**src/hw/lgsc_defs.svh**
```systemverilog
`ifndef LGSC_DEFS_SVH
`define LGSC_DEFS_SVH

// =====================================================
// register offsets
`define LGSC_PATTERN_CONFIGURATION_ADDR 8'h80
`define LGSC_GROUP_BRIGHTNESS_HIGH_ADDR 8'h86
`define LGSC_GROUP_BRIGHTNESS_LOW_ADDR 8'h87
`define LGSC_RED_GROUP_SCALING_ADDR 8'h88
`define LGSC_GREEN_GROUP_SCALING_ADDR 8'h89
`define LGSC_BLUE_GROUP_SCALING_ADDR 8'h8a
`define LGSC_GROUP_CONFIGURATION_ADDR 8'h8b

// =====================================================
// field positions
`define LGSC_PATTERN_ENABLE_BIT 0
`define LGSC_GROUP_SCALING_DISABLE_BIT 6
`define LGSC_GROUP_CFG_WMASK 8'hc7

// =====================================================
// reset values
`define LGSC_SCALING_RST 8'h00
`define LGSC_GROUP_CFG_RST 8'h00
`define LGSC_BRIGHT_RST 8'h00
`define LGSC_PATTERN_CFG_RST 8'h00

`endif

```
**src/hw/lgsc_pkg.sv**
```systemverilog
package lgsc_pkg;
  typedef logic [7:0] lgsc_byte_t;
  typedef logic [11:0] lgsc_bright_t;
  typedef enum logic [1:0] {
    LGSC_INDIVIDUAL,
    LGSC_GROUP,
    LGSC_BREATH
  } lgsc_mode_e;
endpackage

```
**src/hw/lgsc_channel_select.sv**
```systemverilog
`timescale 1ns/1ps

// per-channel selection of scaling, brightness and mode
module lgsc_channel_select
  import lgsc_pkg::*;
(
  // configuration
  input wire logic group_en,
  input wire logic pattern_en,
  input wire logic scaling_dis,
  input wire lgsc_pkg::lgsc_byte_t shared_scaling,
  input wire lgsc_pkg::lgsc_bright_t group_bright,
  // own settings
  input wire lgsc_pkg::lgsc_byte_t own_scaling,
  input wire lgsc_pkg::lgsc_bright_t own_bright,
  // result
  output lgsc_pkg::lgsc_mode_e mode,
  output lgsc_pkg::lgsc_byte_t scaling,
  output lgsc_pkg::lgsc_bright_t bright
);
  always_comb begin
    if (!group_en) begin
      mode = LGSC_INDIVIDUAL;
    end else if (pattern_en) begin
      mode = LGSC_BREATH;
    end else begin
      mode = LGSC_GROUP;
    end
    if (group_en && !scaling_dis) begin
      scaling = shared_scaling;
    end else begin
      scaling = own_scaling;
    end
    if (group_en && !pattern_en) begin
      bright = group_bright;
    end else begin
      bright = own_bright;
    end
  end
endmodule

```
**src/hw/lgsc_top.sv**
```systemverilog
`timescale 1ns/1ps
`include "lgsc_defs.svh"

// Notes on behaviour
// - channels 1, 4 and 7 in group mode use the red group scaling.
// - channels 2, 5 and 8 in group mode use the green group scaling.
// - channels 3, 6 and 9 in group mode use the blue group scaling.
// - with scaling disable clear, grouped channels use shared scaling.
// - with scaling disable set, grouped channels use their own scaling.
// - with pattern off, enable bits 2:0 put triples in group mode.
// - with pattern on, enable bits 2:0 put triples under breathing.
// - pattern enable bit 0 picks group when 0 and pattern when 1.
// - with pattern off, the high brightness byte gives the upper nibble.
// - with pattern on, high and low bytes are max and min fade levels.
module lgsc_top
  import lgsc_pkg::*;
#(
  parameter int CHANNELS = 9
)
(
  // clock and reset
  input wire logic ref_clk,
  input wire logic sys_rst,
  // register access from the serial interface
  input wire logic reg_wr,
  input wire logic reg_rd,
  input wire lgsc_pkg::lgsc_byte_t reg_addr,
  input wire lgsc_pkg::lgsc_byte_t reg_wdata,
  output lgsc_pkg::lgsc_byte_t reg_rdata,
  // per-channel individual settings
  input wire logic [CHANNELS*8-1:0] own_scaling,
  input wire logic [CHANNELS*12-1:0] own_bright,
  // to the dimming and breathing engines
  output logic pattern_enable,
  output lgsc_pkg::lgsc_byte_t fade_max,
  output lgsc_pkg::lgsc_byte_t fade_min,
  output logic [CHANNELS*8-1:0] channel_colour_scaling,
  output logic [CHANNELS*12-1:0] channel_brightness,
  output logic [CHANNELS*2-1:0] channel_mode
);
  import lgsc_pkg::*;

  // =====================================================
  // registers
  lgsc_byte_t red_group_scaling;
  lgsc_byte_t green_group_scaling;
  lgsc_byte_t blue_group_scaling;
  lgsc_byte_t group_configuration;
  lgsc_byte_t pattern_configuration;
  lgsc_byte_t group_brightness_high;
  lgsc_byte_t group_brightness_low;
  lgsc_byte_t next_red_group_scaling;
  lgsc_byte_t next_green_group_scaling;
  lgsc_byte_t next_blue_group_scaling;
  lgsc_byte_t next_group_configuration;
  lgsc_byte_t next_pattern_configuration;
  lgsc_byte_t next_group_brightness_high;
  lgsc_byte_t next_group_brightness_low;
  lgsc_byte_t next_reg_rdata;

  function automatic lgsc_byte_t lgsc_read(input lgsc_byte_t a);
    case (a)
      `LGSC_PATTERN_CONFIGURATION_ADDR: lgsc_read = pattern_configuration;
      `LGSC_GROUP_BRIGHTNESS_HIGH_ADDR: lgsc_read = group_brightness_high;
      `LGSC_GROUP_BRIGHTNESS_LOW_ADDR: lgsc_read = group_brightness_low;
      `LGSC_RED_GROUP_SCALING_ADDR: lgsc_read = red_group_scaling;
      `LGSC_GREEN_GROUP_SCALING_ADDR: lgsc_read = green_group_scaling;
      `LGSC_BLUE_GROUP_SCALING_ADDR: lgsc_read = blue_group_scaling;
      `LGSC_GROUP_CONFIGURATION_ADDR: lgsc_read = group_configuration;
      default: lgsc_read = 8'h00;
    endcase
  endfunction

  // =====================================================
  // colour scaling group
  always_comb begin
    next_red_group_scaling = red_group_scaling;
    next_green_group_scaling = green_group_scaling;
    next_blue_group_scaling = blue_group_scaling;
    if (reg_wr) begin
      case (reg_addr)
        `LGSC_RED_GROUP_SCALING_ADDR: begin
          next_red_group_scaling = reg_wdata;
        end
        `LGSC_GREEN_GROUP_SCALING_ADDR: begin
          next_green_group_scaling = reg_wdata;
        end
        `LGSC_BLUE_GROUP_SCALING_ADDR: begin
          next_blue_group_scaling = reg_wdata;
        end
        default: begin
        end
      endcase
    end
  end

  always_ff @(posedge ref_clk) begin
    if (sys_rst) begin
      red_group_scaling <= `LGSC_SCALING_RST;
      green_group_scaling <= `LGSC_SCALING_RST;
      blue_group_scaling <= `LGSC_SCALING_RST;
    end else begin
      red_group_scaling <= next_red_group_scaling;
      green_group_scaling <= next_green_group_scaling;
      blue_group_scaling <= next_blue_group_scaling;
    end
  end

  // =====================================================
  // pattern configuration and group brightness
  always_comb begin
    next_pattern_configuration = pattern_configuration;
    next_group_brightness_high = group_brightness_high;
    next_group_brightness_low = group_brightness_low;
    if (reg_wr) begin
      case (reg_addr)
        `LGSC_PATTERN_CONFIGURATION_ADDR: begin
          // upper nibble is reserved and reads zero
          next_pattern_configuration = {4'h0, reg_wdata[3:0]};
        end
        `LGSC_GROUP_BRIGHTNESS_HIGH_ADDR: begin
          next_group_brightness_high = reg_wdata;
        end
        `LGSC_GROUP_BRIGHTNESS_LOW_ADDR: begin
          next_group_brightness_low = reg_wdata;
        end
        default: begin
        end
      endcase
    end
  end

  always_ff @(posedge ref_clk) begin
    if (sys_rst) begin
      pattern_configuration <= `LGSC_PATTERN_CFG_RST;
      group_brightness_high <= `LGSC_BRIGHT_RST;
      group_brightness_low <= `LGSC_BRIGHT_RST;
    end else begin
      pattern_configuration <= next_pattern_configuration;
      group_brightness_high <= next_group_brightness_high;
      group_brightness_low <= next_group_brightness_low;
    end
  end

  // =====================================================
  // group configuration
  always_comb begin
    next_group_configuration = group_configuration;
    if (reg_wr && reg_addr == `LGSC_GROUP_CONFIGURATION_ADDR) begin
      // bits 5:3 are read-only zero
      next_group_configuration = reg_wdata & `LGSC_GROUP_CFG_WMASK;
    end
  end

  always_ff @(posedge ref_clk) begin
    if (sys_rst) begin
      group_configuration <= `LGSC_GROUP_CFG_RST;
    end else begin
      group_configuration <= next_group_configuration;
    end
  end

  // =====================================================
  // read data, held until the next read
  always_comb begin
    next_reg_rdata = reg_rdata;
    if (reg_rd) begin
      next_reg_rdata = lgsc_read(reg_addr);
    end
  end

  always_ff @(posedge ref_clk) begin
    if (sys_rst) begin
      reg_rdata <= 8'h00;
    end else begin
      reg_rdata <= next_reg_rdata;
    end
  end

  // =====================================================
  // group decode
  logic scaling_dis;
  lgsc_bright_t group_bright;
  lgsc_byte_t colour_scaling [3];

  always_comb begin
    pattern_enable = pattern_configuration[`LGSC_PATTERN_ENABLE_BIT];
    scaling_dis = group_configuration[`LGSC_GROUP_SCALING_DISABLE_BIT];
    group_bright = {group_brightness_high[3:0], group_brightness_low};
    fade_max = pattern_enable ? group_brightness_high : 8'h00;
    fade_min = pattern_enable ? group_brightness_low : 8'h00;
    colour_scaling[0] = red_group_scaling;
    colour_scaling[1] = green_group_scaling;
    colour_scaling[2] = blue_group_scaling;
  end

  // =====================================================
  // channels: triple = index / 3, colour = index % 3
  for (genvar i = 0; i < CHANNELS; i++) begin : g_ch
    lgsc_mode_e mode;
    lgsc_channel_select u_sel (
      .group_en(group_configuration[(i / 3) % 3]),
      .pattern_en(pattern_enable),
      .scaling_dis(scaling_dis),
      .shared_scaling(colour_scaling[i % 3]),
      .group_bright(group_bright),
      .own_scaling(own_scaling[i*8 +: 8]),
      .own_bright(own_bright[i*12 +: 12]),
      .mode(mode),
      .scaling(channel_colour_scaling[i*8 +: 8]),
      .bright(channel_brightness[i*12 +: 12])
    );
    assign channel_mode[i*2 +: 2] = mode;
  end
endmodule

```
**config.mk**
```make
export PLATFORM = sky130hd
export DESIGN_NAME = lgsc_top
export DESIGN_NICKNAME = d
export VERILOG_FILES = /design/src/hw/lgsc_pkg.sv /design/src/hw/lgsc_channel_select.sv /design/src/hw/lgsc_top.sv
export VERILOG_INCLUDE_DIRS = /design/src /design/src/hw
export SDC_FILE = /design/constraint.sdc
export NUM_CORES = 1
export LEC_CHECK = 0
export ABC_AREA = 0
export BUFFER_PORTS_ARGS = -buffer_cell sky130_fd_sc_hd__buf_2
export CELL_PAD_IN_SITES_DETAIL_PLACEMENT = 0
export CELL_PAD_IN_SITES_GLOBAL_PLACEMENT = 1
export CORE_AREA = 5 5 162 164
export DETAILED_ROUTE_END_ITERATION = 8
export DIE_AREA = 0 0 167 169
export HOLD_SLACK_MARGIN = 0.1
export PLACE_DENSITY_LB_ADDON = 0.1
export REMOVE_ABC_BUFFERS = 1
export SETUP_SLACK_MARGIN = 0.15
export SLEW_MARGIN = 20
export SYNTH_ARGS = -nofsm -noshare
export SYNTH_HDL_FRONTEND = slang
export SYNTH_SLANG_ARGS = --single-unit
```
**constraint.sdc**
```tcl
create_clock -name ref_clk -period 4.2 [get_ports ref_clk]
set_clock_uncertainty 0.15 [all_clocks]
set_input_delay 0.63 -clock ref_clk [delete_from_list [all_inputs] [get_ports ref_clk]]
set_output_delay 0.63 -clock ref_clk [all_outputs]
set_load 0.03 [all_outputs]
```
==> flow_metrics.tcl, run 1 <==
set metrics [dict create \
    status "finished clean" \
    vias 5821 \
    fin_crit_ns 3.12 \
    synthToLayoutAreaGrowth_pct 57.0 \
    synth_top_family_by_area "simple AND/OR/NAND/NOR gates" \
    wire_length_per_cell_after_detailed_routing_um 18.8 \
    syn_area_um2 4660 \
    hp-class "reg2reg" \
    dr.pass1.iters 4 \
    clk_latency_ns 0.33 \
    n_antenna_cell 0 \
    ys.warnings.count 0 \
    drive_gt1_share_pct 51.3 \
    clockBufferDepth 2 \
    ys_types 43 \
    number_of_clock_buffers_inserted_by_tritoncts 9 \
    largest_net_degree_at_the_start_of_global_routing 51 \
    clkSinkCount 57 \
    cts.hold.buffers_added 0 \
    pre_cts_slack_ns 1.29 \
    worst_ep_required_time_ns 3.42 \
    ctsHtreeMaxLevel 3 \
    viasPerCell 4.26 \
    synth_sequential_area_ratio_pct 24.5 \
    hpwlAfterDp_mm 20.3 \
    syn_inst 646 \
    final_net_count 1233 \
    clkTransAtPathRegs_ns 0.05 \
    antenna_left 0 \
    synth-seq-cells 57 \
    cp-start-kind "register" \
    overall_routed_net_length_mm 25.7 \
    post_synth_fa_ha_maj_area_fraction_pct 0 \
    post_synth_and_or_nand_nor_area_fraction_pct 33.8 \
    post-route-worst-setup-slack_ns 1.08 \
    critical_path_arrival_ns 2.34 \
    yosys.area_share.xor_xnor_pct 0 \
    yosysTopAreaCell "dfxtp_1" \
    timing_worst_slew_pin_value_ns 0.726 \
    setup_violators_final 0 \
    finalHoldViolCount 0 \
    first_global_vias 5870 \
    path_max_fanout 15 \
    achievable-frequency_ghz 0.320 \
    total_power_mw 1.86 \
    clock_tree_from_tritoncts "yes" \
    floorplan.die_area_um2 28200 \
    edff_count_synth 0 \
    crit_type "reg2out" \
    power_density_nw_per_um2 255 \
    synth.area.top_cells "dfxtp_1 25%, nand2_1 21%, mux2_2 18%, mux2i_1 11%, nor2_1 4.3%" \
    die_height_um 169 \
    tns_ns 0 \
    fillers 2827 \
    synth_mux_area_share_pct 29.8 \
    rows 58 \
    synth_top_flop_cell "dfxtp_1" \
    maxCapViolations 0 \
    power.leakage_nw 4.44 \
    critPathCaptureType "output port" \
    postCtsResizedCells 0 \
    max_slew_margin_pct 51.4 \
    grt_setup_unrepaired "no" \
    ys_async_sr_fraction_pct 0 \
    clock-root-buffer "clkbuf_16" \
    cts_setup_buffers 0 \
    synth-compound-area-share_pct 5.70 \
    initial_utilization_pct 18.8 \
    drt_iter0_drc 187 \
    finalWeightedCongestion 0.796 \
    final-max-slew-violation-count 0 \
    detail_route.drc_violations 0 \
    syn_avg_cell_area_um2 7.21 \
    ir_worst_vdd_mv 0.179 \
    grt_pass1_wl_mm 36.9 \
    post-route-period-util_pct 74.3 \
    coreArea_um2 24700 \
    fin_hold_ws_ns 0.300 \
    grt_remaining_overflow 0 \
    number_of_antenna_violations_at_the_first_check_in_global_routing 2 \
    floorplan.die.width_um 167 \
    synth.top_cell.area_share_pct 24.5 \
    io_pins 423 \
    track_usage_pct 16.9 \
    io_buffers 422 \
]
## flip-flops by register name, indices dropped and copies added (netlist names)
register	count
blue_group_scaling	8
green_group_scaling	8
group_brightness_high	8
group_brightness_low	8
red_group_scaling	8
reg_rdata	8
group_configuration	5
pattern_configuration	4
## cells in the final DEF, fill, tap and decap left out, types with 2 or more instances in the layout
master	Yosys	routed
buf_2	8	422
nand2_1	263	263
mux2_2	76	76
dfxtp_1	57	57
nor2_1	53	53
mux2i_1	51	51
and2_1	19	19
buf_4	15	10
clkbuf_16	0	9
nand2b_1	7	7
o21ai_0	6	6
nand3_1	5	5
nand4_2	5	5
a22o_1	5	5
a22oi_1	5	5
inv_1	3	3
nor2b_1	3	3
nand4b_1	2	2
nand3b_1	2	2
a222oi_1	2	2
o31ai_1	2	2
a32o_1	2	2
a211oi_1	2	2
a32oi_1	2	2
clkbuf_8	0	2
clkinvlp_4	0	2
bufinv_16	0	2
## kinds of logic after synthesis
kind of cell | Yosys count
flip-flops | 57
multiplexers | 128
buffers and inverters | 59
AND/OR/NAND/NOR | 368
AO/OA/AOI/OAI | 34
## worst max-delay path, stage by stage (launching register included)
cell,delay [ns]
dfxtp_1,0.65
nand2b_1,0.50
inv_1,0.38
nand2_1,0.24
nand2_1,0.06
buf_2,0.18
## per-layer routing
layer | vias to the layer above | track usage (%) | wire length (µm)
met5 | - | 0 | 0
met4 | 0 | 3.66 | 330
met3 | 21 | 3.69 | 1810
met2 | 245 | 32.7 | 13700
met1 | 2643 | 18.9 | 9820
li1 | 2912 | - | -
## per-stage QoR
stage | instances | utilization, % | cell area, µm²
floorplan | 590 | - | 4380
global placement | 1352 | 28.2 | 6980
detailed placement | 1352 | 28.2 | 6980
CTS | 1368 | 29.5 | 7310
global route | 1368 | 29.5 | 7310
finish | 1368 | 29.5 | 7310
## area by class of cell
| type | count | area (µm²) | share of cell area (%) |
|---|---|---|---|
| Tap cell | 330 | 413 | 5.65 |
| Inverter | 3 | 11.3 | 0.154 |
| Timing Repair Buffer | 432 | 2190 | 29.9 |
| Clock inverter | 4 | 75.1 | 1.03 |
| Multi-Input combinational cell | 530 | 3230 | 44.1 |
| Clock buffer | 12 | 256 | 3.51 |
| Sequential cell | 57 | 1140 | 15.6 |
## where the power goes
| part | total (mW) | internal (mW) | switching, mW |
|---|---|---|---|
| clock network | 0.811 | 0.551 | 0.259 |
| registers | 0.543 | 0.542 | 0.00105 |
| logic | 0.512 | 0.181 | 0.330 |
| total | 1.86 | 1.27 | 0.591 |
## cell usage after synthesis (2+ instances only)
master    instances
nand2b_1          7
buf_2             8
nor2_1           53
a22oi_1           5
nand4_2           5
mux2i_1          51
a211oi_1          2
and2_1           19
a222oi_1          2
nand2_1         263
nand3_1           5
a32o_1            2
dfxtp_1          57
clkbuf_1         29
inv_1             3
buf_4            15
nand3b_1          2
o31ai_1           2
buf_1             4
nand4b_1          2
mux2_2           76
a32oi_1           2
a22o_1            5
o21ai_0           6
nor2b_1           3
## worst paths after layout
kind | slack, ns | start | to | cells after the start
setup / recovery | 1.08 | pattern_configuration[0]$_SDFFE_PP0P_ | channel_brightness[16] | 5
hold / removal | 0.30 | reg_rdata[5]$_SDFFE_PP0P_ | reg_rdata[5]$_SDFFE_PP0P_ | 2
setup reg to reg | 2.49 | pattern_configuration[0]$_SDFFE_PP0P_ | reg_rdata[0]$_SDFFE_PP0P_ | 4
hold reg to reg | 0.30 | reg_rdata[5]$_SDFFE_PP0P_ | reg_rdata[5]$_SDFFE_PP0P_ | 2
Note: power is estimated with default switching activity, not from simulation.
==> run 2: changes to the inputs <==
CORE_AREA = 5 5 161 163   (was 5 5 162 164)
DIE_AREA = 0 0 166 168   (was 0 0 167 169)
clock period = 2.5 ns   (was 4.2 ns; I/O delays follow)
==> run 2 against run 1 <==
Against the previous run: clock power rose by 49%; via count rose by 1.4%; sequential power rose by 68%; cell area rose by 2.2%; largest cell class unchanged; worst setup slack got worse by 0.80 ns.
==> flow_metrics.tcl, run 2 (synthesized netlist as in run 1, its figures left out) <==
set metrics [dict create \
    tns_ns 0 \
    global_route.peak_usage_layer "met2" \
    drt_iter0_drc 246 \
    fin_hold_ws_ns 0.217 \
    power_density_nw_per_um2 399 \
    hp-class "in2reg" \
    hpwlAfterDp_mm 20.4 \
    detail_route.drc_violations 0 \
    achievable-frequency_ghz 0.451 \
    clk_latency_ns 0.33 \
    number_of_clock_buffers_inserted_by_tritoncts 9 \
    maxCapViolations 0 \
    gr-usage-met3_pct 4.06 \
    initial_utilization_pct 19.3 \
    worstHoldStart "reg_wdata[4]" \
    crit_start "pattern_configuration[0]$_SDFFE_PP0P_" \
    synthToLayoutAreaGrowth_pct 60.5 \
    dp_cells 1358 \
    grt_remaining_overflow 0 \
    clockBufferDepth 2 \
    post-route-period-util_pct 88.7 \
    clkSinkCount 57 \
    dr.pass1.iters 4 \
    global_route.usage.met2_pct 32.9 \
    critPathCaptureType "output port" \
    io_pins 423 \
    fin_crit_ns 2.22 \
    cp-start-kind "register" \
    io_buffers 422 \
    final_net_count 1249 \
    drive_gt1_share_pct 52.4 \
    status "finished clean" \
    global_route.usage.met1_pct 19.5 \
    largest_net_degree_at_the_start_of_global_routing 50 \
    grt_pass1_wl_mm 37.9 \
    antenna_left 0 \
    path_max_fanout 36 \
    ctsHtreeMaxLevel 3 \
    setup_violators_final 0 \
    timing_worst_slew_pin_value_ns 0.561 \
    number_of_antenna_violations_at_the_first_check_in_global_routing 2 \
    ir_worst_vdd_mv 0.288 \
    r2r-start "group_configuration[1]$_SDFFE_PP0P_" \
    worst_ep_required_time_ns 1.98 \
    max_slew_margin_pct 62.6 \
    finalHoldViolCount 0 \
    coreArea_um2 24200 \
    final-max-slew-violation-count 0 \
    power.leakage_nw 4.50 \
    clock-root-buffer "clkbuf_16" \
    crit_type "reg2out" \
    first_global_vias 6174 \
    critical_path_arrival_ns 1.69 \
    overall_routed_net_length_mm 25.4 \
    clkTransAtPathRegs_ns 0.05 \
    finalWeightedCongestion 0.804 \
    rows 57 \
    grt_setup_unrepaired "no" \
    viasPerCell 4.27 \
    commonest_cells_after_routing_fill_and_taps_aside "422 x buf_2, 263 x nand2_1, 76 x mux2_2" \
    floorplan.die.width_um 166 \
    finalNonFillerCells 1381 \
    wire_length_per_cell_after_detailed_routing_um 18.4 \
    total_power_mw 2.98 \
    layout.cells.most_common "buf_2" \
    cts.hold.buffers_added 0 \
    clock_tree_from_tritoncts "yes" \
    vias 5900 \
    floorplan.die_area_um2 27900 \
    track_usage_pct 17.3 \
    die_height_um 168 \
    postLayoutCoreUtil_pct 30.9 \
]
## run 2: cell types whose count changed in the layout (fill, tap and decap cells not counted), sizes merged
cell,change
buf,+14
clkinv,+2
diode,+3
inv,-3
clkbuf,+1
bufinv,-1
clkinvlp,+3
## run 2: final cells by class
cell class | count | area (µm²)
Antenna cell | 3 | 7.51
Clock inverter | 3 | 40.0
Tap cell | 324 | 405
Multi-Input combinational cell | 530 | 3240
Fill cell | 2764 | 16700
Clock buffer | 13 | 250
Sequential cell | 57 | 1140
Timing Repair Buffer | 446 | 2350
Timing Repair inverter | 2 | 15.0
Inverter | 3 | 22.5
## run 2: power breakdown
group	leakage (nW)	switching, mW	internal [mW]	total, mW
registers	0.459	0.00169	0.911	0.913
logic	3.89	0.553	0.309	0.862
clock network	0.144	0.414	0.795	1.21
total	4.50	0.969	2.01	2.98
## run 2: metal layers
metal  part of all wire, %  wire length (µm)
met1                    39              9920
met5                     0                 0
met3                   6.1              1550
met2                    53             13600
met4                   1.4               359
## run 2: final timing paths
path	cells past startpoint	end	slack, ns
max	6	channel_brightness[101]	0.28
min	3	green_group_scaling[4]$_SDFFE_PP0P_	0.22
max reg2reg	4	reg_rdata[1]$_SDFFE_PP0P_	0.91
min reg2reg	2	reg_rdata[3]$_SDFFE_PP0P_	0.30
## run 2: worst max-delay path: stages, from the launching register on
cell,delay [ns]
dfxtp_1,0.34
buf_4,0.20
nand2b_4,0.20
buf_8,0.23
nand2_1,0.08
nand2_1,0.09
buf_2,0.20
## run 2: repair_timing
item                       4_1_cts  5_1_grt
gates cloned                     2        0
setup endpoints to repair       72       66
buffers inserted                 2        0
resized for setup                9        5
## run 2: metrics by stage
stage          instance area, µm²  worst slack (ns)
2_1_floorplan                4380            -0.764
4_1_cts                      7440             0.162
6_report                     7470             0.281
5_1_grt                      7470             0.151
3_3_place_gp                 7100             0.280
3_5_place_dp                 7100             0.311
